**config.mk**
```make
export PLATFORM = sky130hd
export DESIGN_NAME = apo_port
export DESIGN_NICKNAME = d
export VERILOG_FILES = /design/src/apo_pkg.sv /design/src/apo_port.sv
export VERILOG_INCLUDE_DIRS = /design/src
export SDC_FILE = /design/constraint.sdc
export NUM_CORES = 1
export LEC_CHECK = 0
export ABC_AREA = 1
export ABC_CLOCK_PERIOD_IN_PS = 1650
export BUFFER_PORTS_ARGS = -buffer_cell sky130_fd_sc_hd__buf_4
export CORE_MARGIN = 5
export CORE_UTILIZATION = 35
export DETAILED_ROUTE_END_ITERATION = 16
export PLACE_DENSITY = 0.61
export SLEW_MARGIN = 20
export SYNTH_ARGS = -nofsm -noshare
export SYNTH_HDL_FRONTEND = slang
export SYNTH_SLANG_ARGS = --single-unit
```
**constraint.sdc**
```tcl
create_clock -name clk_sys -period 1.65 [get_ports clk_sys]
set_input_delay 0.0825 -clock clk_sys [delete_from_list [all_inputs] [get_ports clk_sys]]
set_output_delay 0.0825 -clock clk_sys [all_outputs]
set_load 0.01 [all_outputs]
```
**src/apo_consts.svh**
```systemverilog
// constants of the converter output port: offsets, fields, resets, timing
`ifndef APO_CONSTS_SVH
`define APO_CONSTS_SVH
`define APO_WORD_W 14
`define APO_ADDR_W 12
`define APO_CTRL_OFS 12'h000
`define APO_STATUS_OFS 12'h004
`define APO_INT_STAT_OFS 12'h008
`define APO_INT_MASK_OFS 12'h00C
`define APO_LAST_WORD_OFS 12'h010
`define APO_CTRL_HIZ_BIT 0
`define APO_CTRL_STALL_EN_BIT 1
`define APO_CTRL_RST 2'h2
`define APO_INT_W 3
`define APO_INT_WORD_BIT 0
`define APO_INT_RANGE_BIT 1
`define APO_INT_STALL_BIT 2
`define APO_INT_MASK_RST 3'h0
`define APO_CLK_NS 10
`define APO_MIN_RATE_PERIOD_NS 1000
`define APO_STALL_CYC ((`APO_MIN_RATE_PERIOD_NS + `APO_CLK_NS - 1) / `APO_CLK_NS)
`define APO_CNT_W 8
`endif

```
**src/apo_pkg.sv**
```systemverilog
// types of the converter output port
package apo_pkg;
  // one conversion result with its range flag
  typedef struct packed {
    logic range;
    logic [13:0] word;
  } apo_result_t;
  // sample clock supervision, gray coded
  typedef enum logic [1:0] {
    APO_IDLE = 2'h0,
    APO_RUN = 2'h1,
    APO_STALL = 2'h3
  } apo_link_t;
endpackage : apo_pkg

```
**src/apo_port.sv**
```systemverilog
// parallel result output port with forwarded clock and apb status block
//
// Design decisions made here: the placing of the registers and the APB register port.
`include "apo_consts.svh"
module apo_port (
  input wire logic clk_sys, // system clock
  input wire logic nrst, // async reset, active low
  input wire logic clk_en, // freezes all state when low
  input wire logic sample_clock_in, // sample clock pin
  input wire logic output_enable_n, // output enable pin, low floats
  input wire logic number_format_select, // format pin
  input wire logic [13:0] core_result, // converter core word, offset binary
  input wire logic core_range, // converter core range flag
  input wire logic [11:0] paddr, // apb address
  input wire logic psel, // apb select
  input wire logic penable, // apb enable
  input wire logic pwrite, // apb direction
  input wire logic [31:0] pwdata, // apb write data
  output logic [31:0] prdata, // apb read data
  output logic pready, // apb ready
  output logic pslverr, // apb error
  output logic [13:0] result_out, // parallel result word
  output logic result_oe, // result word drive enable
  output logic range_exceeded_flag, // range flag pin
  output logic range_oe, // range flag drive enable
  output logic forwarded_sample_clock, // clock pin
  output logic fwd_clk_oe, // clock drive enable
  output logic irq // level interrupt
);
  // offset binary from core, two's complement by flipping the msb
  function automatic logic [13:0] apo_fmt(input logic [13:0] w, input logic ob);
    apo_fmt = ob ? w : {~w[13], w[12:0]};
  endfunction : apo_fmt

  logic [1:0] enc_sync_reg;
  logic [1:0] oe_sync_reg;
  logic [1:0] fmt_sync_reg;
  logic enc_prev_reg;
  logic [1:0] dly_reg;
  logic clk_fwd_reg;
  logic fwd_prev_reg;
  apo_pkg::apo_result_t pend_reg;
  apo_pkg::apo_result_t res_out_reg;
  logic oe_reg;
  apo_pkg::apo_link_t link_reg;
  logic [`APO_CNT_W-1:0] idle_cnt_reg;
  logic [1:0] ctrl_reg;
  logic [`APO_INT_W-1:0] int_stat_reg;
  logic [`APO_INT_W-1:0] int_mask_reg;
  logic [`APO_INT_W-1:0] int_stat_next;
  logic irq_reg;
  logic [31:0] prdata_reg;
  logic [31:0] rd_next;
  logic rd_hit;
  logic pready_reg;
  logic pslverr_reg;
  logic enc_rise;
  logic upd_w;
  logic stall_ev;
  logic acc_w;
  logic wr_fire;
  logic [`APO_INT_W-1:0] ev_w;
  logic [`APO_INT_W-1:0] clr_w;

  // pins cross in through two flops; only the second stage is read
  always_ff @(posedge clk_sys or negedge nrst) begin
    if (!nrst) begin
      enc_sync_reg <= 2'h0;
      oe_sync_reg <= 2'h0;
      fmt_sync_reg <= 2'h0;
    end else if (clk_en) begin
      enc_sync_reg <= {enc_sync_reg[0], sample_clock_in};
      oe_sync_reg <= {oe_sync_reg[0], output_enable_n};
      fmt_sync_reg <= {fmt_sync_reg[0], number_format_select};
    end
  end

  // sample edge found at 10ns resolution; phases under a cycle can be missed
  // relies on wide phases
  assign enc_rise = enc_sync_reg[1] & ~enc_prev_reg & clk_en;

  always_ff @(posedge clk_sys or negedge nrst) begin
    if (!nrst) begin
      enc_prev_reg <= 1'h0;
      dly_reg <= 2'h0;
      clk_fwd_reg <= 1'h0;
      fwd_prev_reg <= 1'h0;
    end else if (clk_en) begin
      enc_prev_reg <= enc_sync_reg[1];
      dly_reg <= {dly_reg[0], enc_sync_reg[1]};
      clk_fwd_reg <= dly_reg[1];
      fwd_prev_reg <= clk_fwd_reg;
    end
  end

  // falling edge of the forwarded clock launches the next word
  assign upd_w = fwd_prev_reg & ~clk_fwd_reg & clk_en;

  // result held at the sample edge until the forwarded clock falls
  always_ff @(posedge clk_sys or negedge nrst) begin
    if (!nrst) begin
      pend_reg <= '0;
    end else if (enc_rise) begin
      pend_reg.word <= core_result;
      pend_reg.range <= core_range;
    end
  end

  always_ff @(posedge clk_sys or negedge nrst) begin
    if (!nrst) begin
      res_out_reg <= '0;
    end else if (upd_w) begin
      res_out_reg.word <= apo_fmt(pend_reg.word, fmt_sync_reg[1]);
      res_out_reg.range <= pend_reg.range;
    end
  end

  always_ff @(posedge clk_sys or negedge nrst) begin
    if (!nrst) begin
      oe_reg <= 1'h0;
    end else if (clk_en) begin
      oe_reg <= oe_sync_reg[1] & ~ctrl_reg[`APO_CTRL_HIZ_BIT];
    end
  end

  assign stall_ev = (link_reg == apo_pkg::APO_RUN) & ~enc_rise & clk_en
    & ctrl_reg[`APO_CTRL_STALL_EN_BIT]
    & (idle_cnt_reg == `APO_CNT_W'(`APO_STALL_CYC - 1));

  // link supervision; a stalled clock is reported, data simply stops
  always_ff @(posedge clk_sys or negedge nrst) begin
    if (!nrst) begin
      link_reg <= apo_pkg::APO_IDLE;
      idle_cnt_reg <= '0;
    end else if (clk_en) begin
      if (enc_rise) begin
        link_reg <= apo_pkg::APO_RUN;
        idle_cnt_reg <= '0;
      end else if (stall_ev) begin
        link_reg <= apo_pkg::APO_STALL;
        idle_cnt_reg <= '0;
      end else if (link_reg == apo_pkg::APO_RUN) begin
        idle_cnt_reg <= idle_cnt_reg + `APO_CNT_W'(1);
      end
    end
  end

  // apb: one wait state, write lands when pready is seen
  assign acc_w = psel & penable & ~pready_reg;
  assign wr_fire = psel & penable & pready_reg & pwrite & clk_en;

  // read mux with unmapped detection
  always_comb begin
    rd_next = 32'h0;
    rd_hit = 1'b1;
    unique case (paddr)
      `APO_CTRL_OFS: rd_next[1:0] = ctrl_reg;
      `APO_STATUS_OFS: rd_next[4:0] = {res_out_reg.range, link_reg, oe_reg, fmt_sync_reg[1]};
      `APO_INT_STAT_OFS: rd_next[`APO_INT_W-1:0] = int_stat_reg;
      `APO_INT_MASK_OFS: rd_next[`APO_INT_W-1:0] = int_mask_reg;
      `APO_LAST_WORD_OFS: rd_next[13:0] = res_out_reg.word;
      default: rd_hit = 1'b0;
    endcase
  end

  // bus answer flops
  always_ff @(posedge clk_sys or negedge nrst) begin
    if (!nrst) begin
      pready_reg <= 1'h0;
      pslverr_reg <= 1'h0;
      prdata_reg <= 32'h0;
    end else if (clk_en) begin
      pready_reg <= acc_w;
      pslverr_reg <= acc_w & ~rd_hit;
      prdata_reg <= (acc_w & ~pwrite) ? rd_next : 32'h0;
    end
  end

  // software control registers
  always_ff @(posedge clk_sys or negedge nrst) begin
    if (!nrst) begin
      ctrl_reg <= `APO_CTRL_RST;
      int_mask_reg <= `APO_INT_MASK_RST;
    end else if (wr_fire) begin
      if (paddr == `APO_CTRL_OFS) begin
        ctrl_reg <= pwdata[1:0];
      end
      if (paddr == `APO_INT_MASK_OFS) begin
        int_mask_reg <= pwdata[`APO_INT_W-1:0];
      end
    end
  end

  // sticky events, write one to clear, a new event beats the clear
  assign ev_w = {stall_ev, upd_w & pend_reg.range, upd_w};
  assign clr_w = (wr_fire && paddr == `APO_INT_STAT_OFS) ? pwdata[`APO_INT_W-1:0] : '0;
  assign int_stat_next = (int_stat_reg & ~clr_w) | ev_w;

  // status and interrupt line
  always_ff @(posedge clk_sys or negedge nrst) begin
    if (!nrst) begin
      int_stat_reg <= '0;
      irq_reg <= 1'h0;
    end else if (clk_en) begin
      int_stat_reg <= int_stat_next;
      irq_reg <= |(int_stat_next & int_mask_reg);
    end
  end

  // every pin straight from a flop
  assign prdata = prdata_reg;
  assign pready = pready_reg;
  assign pslverr = pslverr_reg;
  assign result_out = res_out_reg.word;
  assign range_exceeded_flag = res_out_reg.range;
  assign forwarded_sample_clock = clk_fwd_reg;
  assign result_oe = oe_reg;
  assign range_oe = oe_reg;
  assign fwd_clk_oe = oe_reg;
  assign irq = irq_reg;

  // checks
  fmt_select_a: assert property (@(posedge clk_sys) disable iff (!nrst)
    upd_w |=> res_out_reg.word == ($past(fmt_sync_reg[1]) ? $past(pend_reg.word)
      : ($past(pend_reg.word) ^ 14'h2000)))
    else $error("result word format wrong");
  range_copy_a: assert property (@(posedge clk_sys) disable iff (!nrst)
    upd_w |=> range_exceeded_flag == $past(pend_reg.range))
    else $error("range flag not carried");
  clk_delay_a: assert property (@(posedge clk_sys) disable iff (!nrst)
    $rose(enc_sync_reg[1]) && clk_en ##1 clk_en [*2] |=> $rose(forwarded_sample_clock))
    else $error("forwarded clock delay wrong");
  upd_fall_a: assert property (@(posedge clk_sys) disable iff (!nrst)
    $changed(result_out) |-> $past(fwd_prev_reg) && !$past(clk_fwd_reg))
    else $error("word changed without clock fall");
  steady_rise_a: assert property (@(posedge clk_sys) disable iff (!nrst)
    $rose(forwarded_sample_clock) |-> $stable(result_out) ##1 $stable(result_out))
    else $error("word moved at rising edge");
  hiz_all_a: assert property (@(posedge clk_sys) disable iff (!nrst)
    !oe_sync_reg[1] && clk_en |=> !result_oe && !range_oe && !fwd_clk_oe)
    else $error("pins driven while disabled");
  same_edge_a: assert property (@(posedge clk_sys) disable iff (!nrst)
    $changed(range_exceeded_flag) |-> $past(upd_w))
    else $error("flag moved apart from word");
  stall_flag_a: assert property (@(posedge clk_sys) disable iff (!nrst)
    stall_ev |=> link_reg == apo_pkg::APO_STALL && int_stat_reg[`APO_INT_STALL_BIT])
    else $error("stall not reported");
  set_wins_a: assert property (@(posedge clk_sys) disable iff (!nrst)
    ev_w[0] && clr_w[0] |=> int_stat_reg[0])
    else $error("event lost to clear");
  apb_wait_a: assert property (@(posedge clk_sys) disable iff (!nrst)
    acc_w && clk_en |=> pready ##1 !pready)
    else $error("apb answer timing wrong");
  // bus answer shape: data and error only in the ready cycle
  apb_rdata_a: assert property (@(posedge clk_sys) disable iff (!nrst)
    !pready |-> prdata == 32'h0)
    else $error("read data outside answer cycle");
  apb_err_a: assert property (@(posedge clk_sys) disable iff (!nrst)
    pslverr |-> pready)
    else $error("error without ready");
  // interrupt line follows masked status once the mask has settled
  irq_level_a: assert property (@(posedge clk_sys) disable iff (!nrst)
    $stable(int_mask_reg) |-> irq == (|(int_stat_reg & int_mask_reg)))
    else $error("interrupt line wrong");
  // pin enables under software and pin control
  hiz_ctrl_a: assert property (@(posedge clk_sys) disable iff (!nrst)
    ctrl_reg[`APO_CTRL_HIZ_BIT] && clk_en |=> !result_oe && !range_oe && !fwd_clk_oe)
    else $error("pins driven while forced off");
  oe_on_a: assert property (@(posedge clk_sys) disable iff (!nrst)
    oe_sync_reg[1] && !ctrl_reg[`APO_CTRL_HIZ_BIT] && clk_en |=> result_oe && fwd_clk_oe)
    else $error("pins not driven while enabled");
  // sample edge takes word and flag as one pair
  sample_take_a: assert property (@(posedge clk_sys) disable iff (!nrst)
    enc_rise |=> pend_reg.word == $past(core_result) && pend_reg.range == $past(core_range))
    else $error("sample not taken");
  // falling edge goes through the same chain, so duty is kept
  fwd_fall_a: assert property (@(posedge clk_sys) disable iff (!nrst)
    $fell(enc_sync_reg[1]) && clk_en ##1 clk_en [*2] |=> $fell(forwarded_sample_clock))
    else $error("forwarded clock fall delay wrong");
  // a live sample clock keeps the link running
  run_state_a: assert property (@(posedge clk_sys) disable iff (!nrst)
    enc_rise |=> link_reg == apo_pkg::APO_RUN)
    else $error("link not running after edge");
  // scenarios worth seeing
  clr_cov: cover property (@(posedge clk_sys) disable iff (!nrst) ev_w[0] && clr_w[0]);
  twos_cov: cover property (@(posedge clk_sys) disable iff (!nrst) upd_w && !fmt_sync_reg[1]);
  range_cov: cover property (@(posedge clk_sys) disable iff (!nrst) upd_w && pend_reg.range);
  stall_cov: cover property (@(posedge clk_sys) disable iff (!nrst) stall_ev);
  hiz_cov: cover property (@(posedge clk_sys) disable iff (!nrst) $fell(result_oe));
endmodule : apo_port

```
==> results of run 1 <==
[worst paths after layout]
check	from	slack [ps]	endpoint
max	idle_cnt_reg[1]	170	idle_cnt_reg[6]
min	pwdata[0]	50	ctrl_reg[0]
max reg2reg	idle_cnt_reg[1]	170	idle_cnt_reg[6]
min reg2reg	pend_reg[14]	480	pend_reg[14]
max in group asynchronous	nrst	790	ctrl_reg[1]
min in group asynchronous	nrst	220	pend_reg[0]
[synthesized netlist by cell type (2+ instances only)]
cell type | instances | area (µm²)
xor2_1 | 3 | 26.28
buf_4 | 21 | 157.7
o22ai_1 | 2 | 12.51
nor2_4 | 3 | 33.78
nor2_1 | 20 | 75.07
a21oi_1 | 3 | 15.01
dfrtp_1 | 75 | 1877
nand3_1 | 17 | 85.08
inv_2 | 4 | 15.01
buf_6 | 2 | 22.52
clkbuf_1 | 7 | 26.28
a22o_1 | 2 | 17.52
inv_1 | 41 | 153.9
nand2_2 | 3 | 18.77
o21ai_0 | 47 | 235.2
nand2_1 | 108 | 405.4
a32o_1 | 6 | 60.06
nor3_1 | 5 | 25.02
nor2_2 | 2 | 12.51
nand4_1 | 9 | 56.30
[report_power, final]
part / total [W] / internal (W) / switching, W
Combinational: 0.00115 / 0.000533 / 0.000615
Clock: 0.00143 / 0.000746 / 0.000682
Sequential: 0.00249 / 0.00222 / 0.000265
[what timing repair did]
action | in CTS | in global routing
hold buffers | 21 | 0
gates cloned | 0 | 0
setup buffers | 0 | 3
endpoints found under the setup margin | 1 | 4
gates resized for setup | 1 | 1
hold endpoints to repair | 51 | 0
[critical path: cells and delay by family, from the launching register on]
| kind | cells | cell delay (ps) |
|---|---|---|
| and+or+nand+nor | 5 | 570 |
| DFF | 1 | 400 |
| buffers and inverters | 1 | 70 |
| adders and majority gates | 1 | 220 |
| AOI/OAI and AO/OA | 1 | 90 |
[layout make-up]
class                   instances  area [µm²]
well taps                     133       166.4
clock inverters                 5       60.06
multi-input cells             260        1287
fillers                       935        5201
flip-flops and latches         76        1903
clock buffers                  11       141.4
repair buffers                105       840.8
inverters                      46       173.9
[cell families (layout without fill, tap and decap cells)]
group / after synthesis / in the layout / synth area share
AOI/OAI and AO/OA: 63 / 63 / 0.1029
xor gates and xnor gates: 4 / 4 / 0.01000
adders and majority gates: 1 / 1 / 0.003571
buffers and inverters: 76 / 167 / 0.1082
DFF: 76 / 76 / 0.5432
muxes: 1 / 1 / 0.003214
other: 1 / 18 / 0.001070
and+or+nand+nor: 173 / 173 / 0.2279
[per-layer routing]
layer	share of wire	vias up
met1	0.47	1333
li1	-	1443
met5	0	-
met2	0.45	94
met3	0.073	10
met4	0.013	0
[cells in the final DEF, fill, tap and decap left out, drive strengths merged, types with 6 or more instances in the layout]
master	synthesis	final
a32o	6	6
buf	23	84
clkbuf	7	11
conb	1	18
dfrtp	75	75
dlygate4sd3	0	21
inv	45	46
nand2	112	112
nand3	19	19
nand4	9	9
nor2	25	25
nor3	7	7
o21ai	48	48
[through the flow]
step / utilization / cells / worst slack, ps / hold WS [ps]
3_5_place_dp: 0.4231 / 596 / 13.64 / 57.41
3_3_place_gp: 0.4231 / 596 / 118.8 / 53.80
5_1_grt: 0.4679 / 636 / 13.95 / 69.20
6_report: 0.4679 / 636 / 174.6 / 47.93
4_1_cts: 0.4653 / 633 / 146.4 / 42.17
2_1_floorplan: - / 412 / 355.8 / -213.1
==> impl_results.md, run 1 <==
* Cell repeated most along the worst path: nand2_1
* Total Power at 0.005065 W
* Design area at 0.004573 mm²
* CTS Buffer Depth at 2
* Post-DRT Antenna Nets at 0
* Post-synth cell types at 35
* Overflow after GRT at 0
* Met2 Use GR at 0.2188
* Unrepaired setup endpoints after global routing: false
* Worst Skew at 9.376 ps
* Setup_tns at 0 ps
* Drt initial violations at 92
* Vias post-DR at 2880
* First-pass GRT wire length at 13510 µm
* Critical Path Start Type: flop
* Die ar. at 0.01211 mm²
* Slowest cell delay on critical path at 400 ps
* Leak at 2.289 nW
* Initial Utilization at 0.3584
* Dpl hpwl at 6176 µm
* CP Capture Type: flop
* Num CTS Buffers at 9
* MaxCap Viol Count at 0
* GR peak layer: met2
* Layout area overhead at 30.54%
* Ports at 122
* Crit path time final at 1475 ps
* Post-Syn Area at 0.003503 mm²
* Global routing usage on met1 at 0.1972
* Core region area at 0.009774 mm²
* Critical path class: flop to flop
* Crit path DAT at 1690 ps
* Register area share after synthesis at 0.5432
* Vias/cell at 4.528
* Number of global-route vias before repair at 2845
* Post-synthesis area per instance at 8.869 µm²
* Critical Path Fanout Max at 4
* Clock tree from TritonCTS: built
* Power per cell area at 1107 mW/mm²
* Number of flops mapped to enable cells by yosys at 0
* Htree depth at 3
* Period utilization at 0.8942
* R2R cell count at 8
* Gp weighted congestion at 0.8073
* Die width at 110.0 µm
* Status: complete, no violations
* Slowest stage cell, crit path: dfrtp_1
* Yosys warning total at 0
* Root buffer cell: clkbuf_8
* Final WL at 8276 µm
* Residual DRC count at 0
* Max reg flops at 15
* Flops & latches, synth at 76
* FFs w/ async S/R, synth at 1.000
* Final Hold Vio Count at 0
* Routed WL per cell at 13.01 µm
* Max Freq at 677.8 MHz
* Fin nets at 567
* Later-pin clock latency in the skew report at 340 ps
* Clk sink count at 76
* Initial antenna violation count at 0
* Count of pins over their slew limit at 0
* Mapped Cells at 395
* All-Layer GR Usage at 0.1426
* PortBufs at 74
* CP cell instances: ha_2 > nand3_1 > nor2_1 > nand4_1 > nand2_1 > inv_1 > nand2_1 > o22ai_1
* Share of post-route cells with drive strength above 1 at 0.2386
* VDD IR max at 575.5 µV
* Ys flop type: dfrtp_1
* Largest net degree at the start of global routing at 35
* Area after DPL at 0.004135 mm²
* Pre-antenna DRT Iters at 4
* Diode count at 0
* Clock-pin slew on the worst setup and hold paths at 70 ps
* Required time of the critical path at 1870 ps
* Met3 global-route usage at 0.03844
* Die height at 110.0 µm
* Num rows at 36
* Final setup violation count at 0
* Cell depth of the worst hold path at 3
* HP Class: input port to flop
Note: power is estimated with default switching activity, not from simulation.
==> run 2, diff against run 1 <==
MAX_ROUTING_LAYER = met4   (was default)
TNS_END_PERCENT = 30   (was default)
==> impl_results.md, run 2 (synthesis gave the netlist of run 1 again) <==
* Switch share at 0.3087 (about the same)
* Critical Path Fanout Max at 4 (unchanged)
* Final cell count without fillers at 636 (unchanged)
* Crit path time final at 1478 ps (+2.222 ps)
* Post-DRT Antenna Nets at 0 (unchanged)
* Diode count at 0 (unchanged)
* Pre-antenna DRT Iters at 4 (unchanged)
* RR Startpoint: idle_cnt_reg[1]
* PortBufs at 74 (unchanged)
* CP cell instances: ha_2 > nand3_1 > nor2_1 > nand4_1 > nand2_1 > inv_1 > nand2_1 > o22ai_1
* Slowest stage cell, crit path: dfrtp_1
* Clock-pin slew on the worst setup and hold paths at 70 ps (about the same)
* Seq pwr share at 0.491 (about the same)
* Status: complete, no violations
* First-pass GRT wire length at 13520 µm (about the same)
* Worst Skew at 10.48 ps (+1.104 ps)
* Final setup violation count at 0 (unchanged)
* R2r setup slk at 170 ps (about the same)
* Layout area overhead at 30.54% (unchanged)
* Clk sink count at 76 (unchanged)
* MaxCap Viol Count at 0 (unchanged)
* Count of pins over their slew limit at 0 (unchanged)
* Die height at 110.0 µm (unchanged)
* Unrepaired setup endpoints after global routing: false
* Cell repeated most along the worst path: nand2_1
* Core region area at 0.009774 mm² (unchanged)
* Fillcell total at 935 (unchanged)
* Largest net degree at the start of global routing at 35 (unchanged)
* Power per cell area at 1108 mW/mm² (about the same)
* Final WL at 8272 µm (about the same)
* Ports at 122 (unchanged)
* R2R cell count at 8 (unchanged)
* Later-pin clock latency in the skew report at 340 ps (about the same)
* Drt initial violations at 103 (+12%)
* Setup crit end: idle_cnt_reg[6]
* R2R Path End: idle_cnt_reg[6]
* CP Capture Type: flop
* Crit path launch: idle_cnt_reg[1]
* All-Layer GR Usage at 0.1460 (+0.003314)
* Root buffer cell: clkbuf_8
* HP Class: input port to flop
* PnR worst setup slack at 172.4 ps (-2.222 ps)
* Fin Hold WS at 50.80 ps (+2.875 ps)
* Share of post-route cells with drive strength above 1 at 0.2386 (unchanged)
* Max Freq at 676.8 MHz (-0.15%)
* Initial Utilization at 0.3584 (unchanged)
* CTS Buffer Depth at 2 (unchanged)
* Routed WL per cell at 13.01 µm (about the same)
* Overflow after GRT at 0 (unchanged)
* Total Power at 0.005067 W (about the same)
* Gate power share at 0.227 (about the same)
* Period utilization at 0.8955 (+0.001347)
* Final Hold Vio Count at 0 (unchanged)
* Gp weighted congestion at 0.8191 (+1.5%)
* Leak at 2.289 nW (unchanged)
* Vias/cell at 4.524 (-0.10%)
* Crit path DAT at 1690 ps (about the same)
* Vias post-DR at 2877 (-0.10%)
* Clock power frac at 0.282 (about the same)
* Number of global-route vias before repair at 2847 (+0.070%)
* Sw power at 0.001564 W (+0.14%)
* Residual DRC count at 0 (unchanged)
* Dpl hpwl at 6176 µm (unchanged)
* Num CTS Buffers at 9 (unchanged)
* Slowest cell delay on critical path at 400 ps (about the same)
* Commonest non-fill, non-tap cell in the layout: nand2_1
* Most frequent cells in the layout: nand2_1 (108), buf_4 (84), dfrtp_1 (75)
* Required time of the critical path at 1870 ps (about the same)
* Internal at 0.003503 W (about the same)
* Critical path class: flop to flop
* Num rows at 36 (unchanged)
* Critical Path Start Type: flop
* # placed instances at 596 (unchanged)
* VDD IR max at 575.4 µV (about the same)
* Setup_tns at 0 ps (unchanged)
* Initial antenna violation count at 0 (unchanged)
* Htree depth at 3 (unchanged)
* Fin nets at 567 (unchanged)
* Die width at 110.0 µm (unchanged)
* Die ar. at 0.01211 mm² (unchanged)
* Clock tree from TritonCTS: built
* Placement Setup Slack at 13.64 ps (unchanged)
* Max reg flops at 15 (unchanged)
-- run 2: cell counts in the layout (fill, tap and decap cells not counted) --
Identical to the previous run, type by type.
-- run 2: worst min path at each step --
stage          startpoint         endpoint  slack, ps  cells past startpoint
3_5_place_dp         nrst        prdata[8]         60                      1
6_report        pwdata[0]      ctrl_reg[0]         50                      3
4_1_cts         pwdata[0]      ctrl_reg[0]         40                      3
5_1_grt         pwdata[0]  int_mask_reg[0]         80                      3
2_1_floorplan        nrst      ctrl_reg[0]       -210                      0
3_3_place_gp         nrst        prdata[8]         50                      1
-- run 2: per-layer routing --
metal | share of wire | wire length [µm] | track usage | vias up
met5 | 0 | 0 | - | -
met2 | 0.45 | 3684 | 0.2184 | 90
li1 | - | - | - | 1444
met1 | 0.47 | 3916 | 0.1990 | 1331
met4 | 0.015 | 127 | 0.04898 | 0
met3 | 0.066 | 544 | 0.02912 | 12
-- run 2: timing repair --
action	in CTS	in global routing
hold buffers	21	0
pin swaps	0	0
hold endpoints to repair	51	0
buffers inserted	0	3
resized for setup	1	1
endpoints found under the setup margin	1	4
-- run 2: stage by stage --
step                      area [µm²]  utilization
after global placement          4135       0.4231
after floorplan                 3567            -
final                           4573       0.4679
after detailed placement        4135       0.4231
after global routing            4573       0.4679
after CTS                       4548       0.4653
-- run 2: layout make-up --
cell class | instances | area (µm²) | share of cell area
multi-input cells | 260 | 1287 | 0.2815
clock buffers | 11 | 141.4 | 0.03092
clock inverters | 5 | 60.06 | 0.01313
flip-flops and latches | 76 | 1903 | 0.4161
inverters | 46 | 173.9 | 0.03803
well taps | 133 | 166.4 | 0.03639
repair buffers | 105 | 840.8 | 0.1839
-- run 2: power groups by stage --
stage	logic, W	registers [W]	clock network, W
2_1_floorplan	0.000548	0.00253	0
3_3_place_gp	0.00108	0.00251	0
3_5_place_dp	0.00111	0.00252	0
4_1_cts	0.00116	0.00249	0.00146
5_1_grt	0.00131	0.00254	0.00154
6_report	0.00115	0.00249	0.00143
-- run 2: worst max-delay path: cells and delay by family (launching register included) --
family                   cells  cell delay (ps)
buffers and inverters        1               70
AO/OA/AOI/OAI                1               90
AND/OR/NAND/NOR              5              570
flip-flops                   1              400
adder cells (fa/ha/maj)      1              220
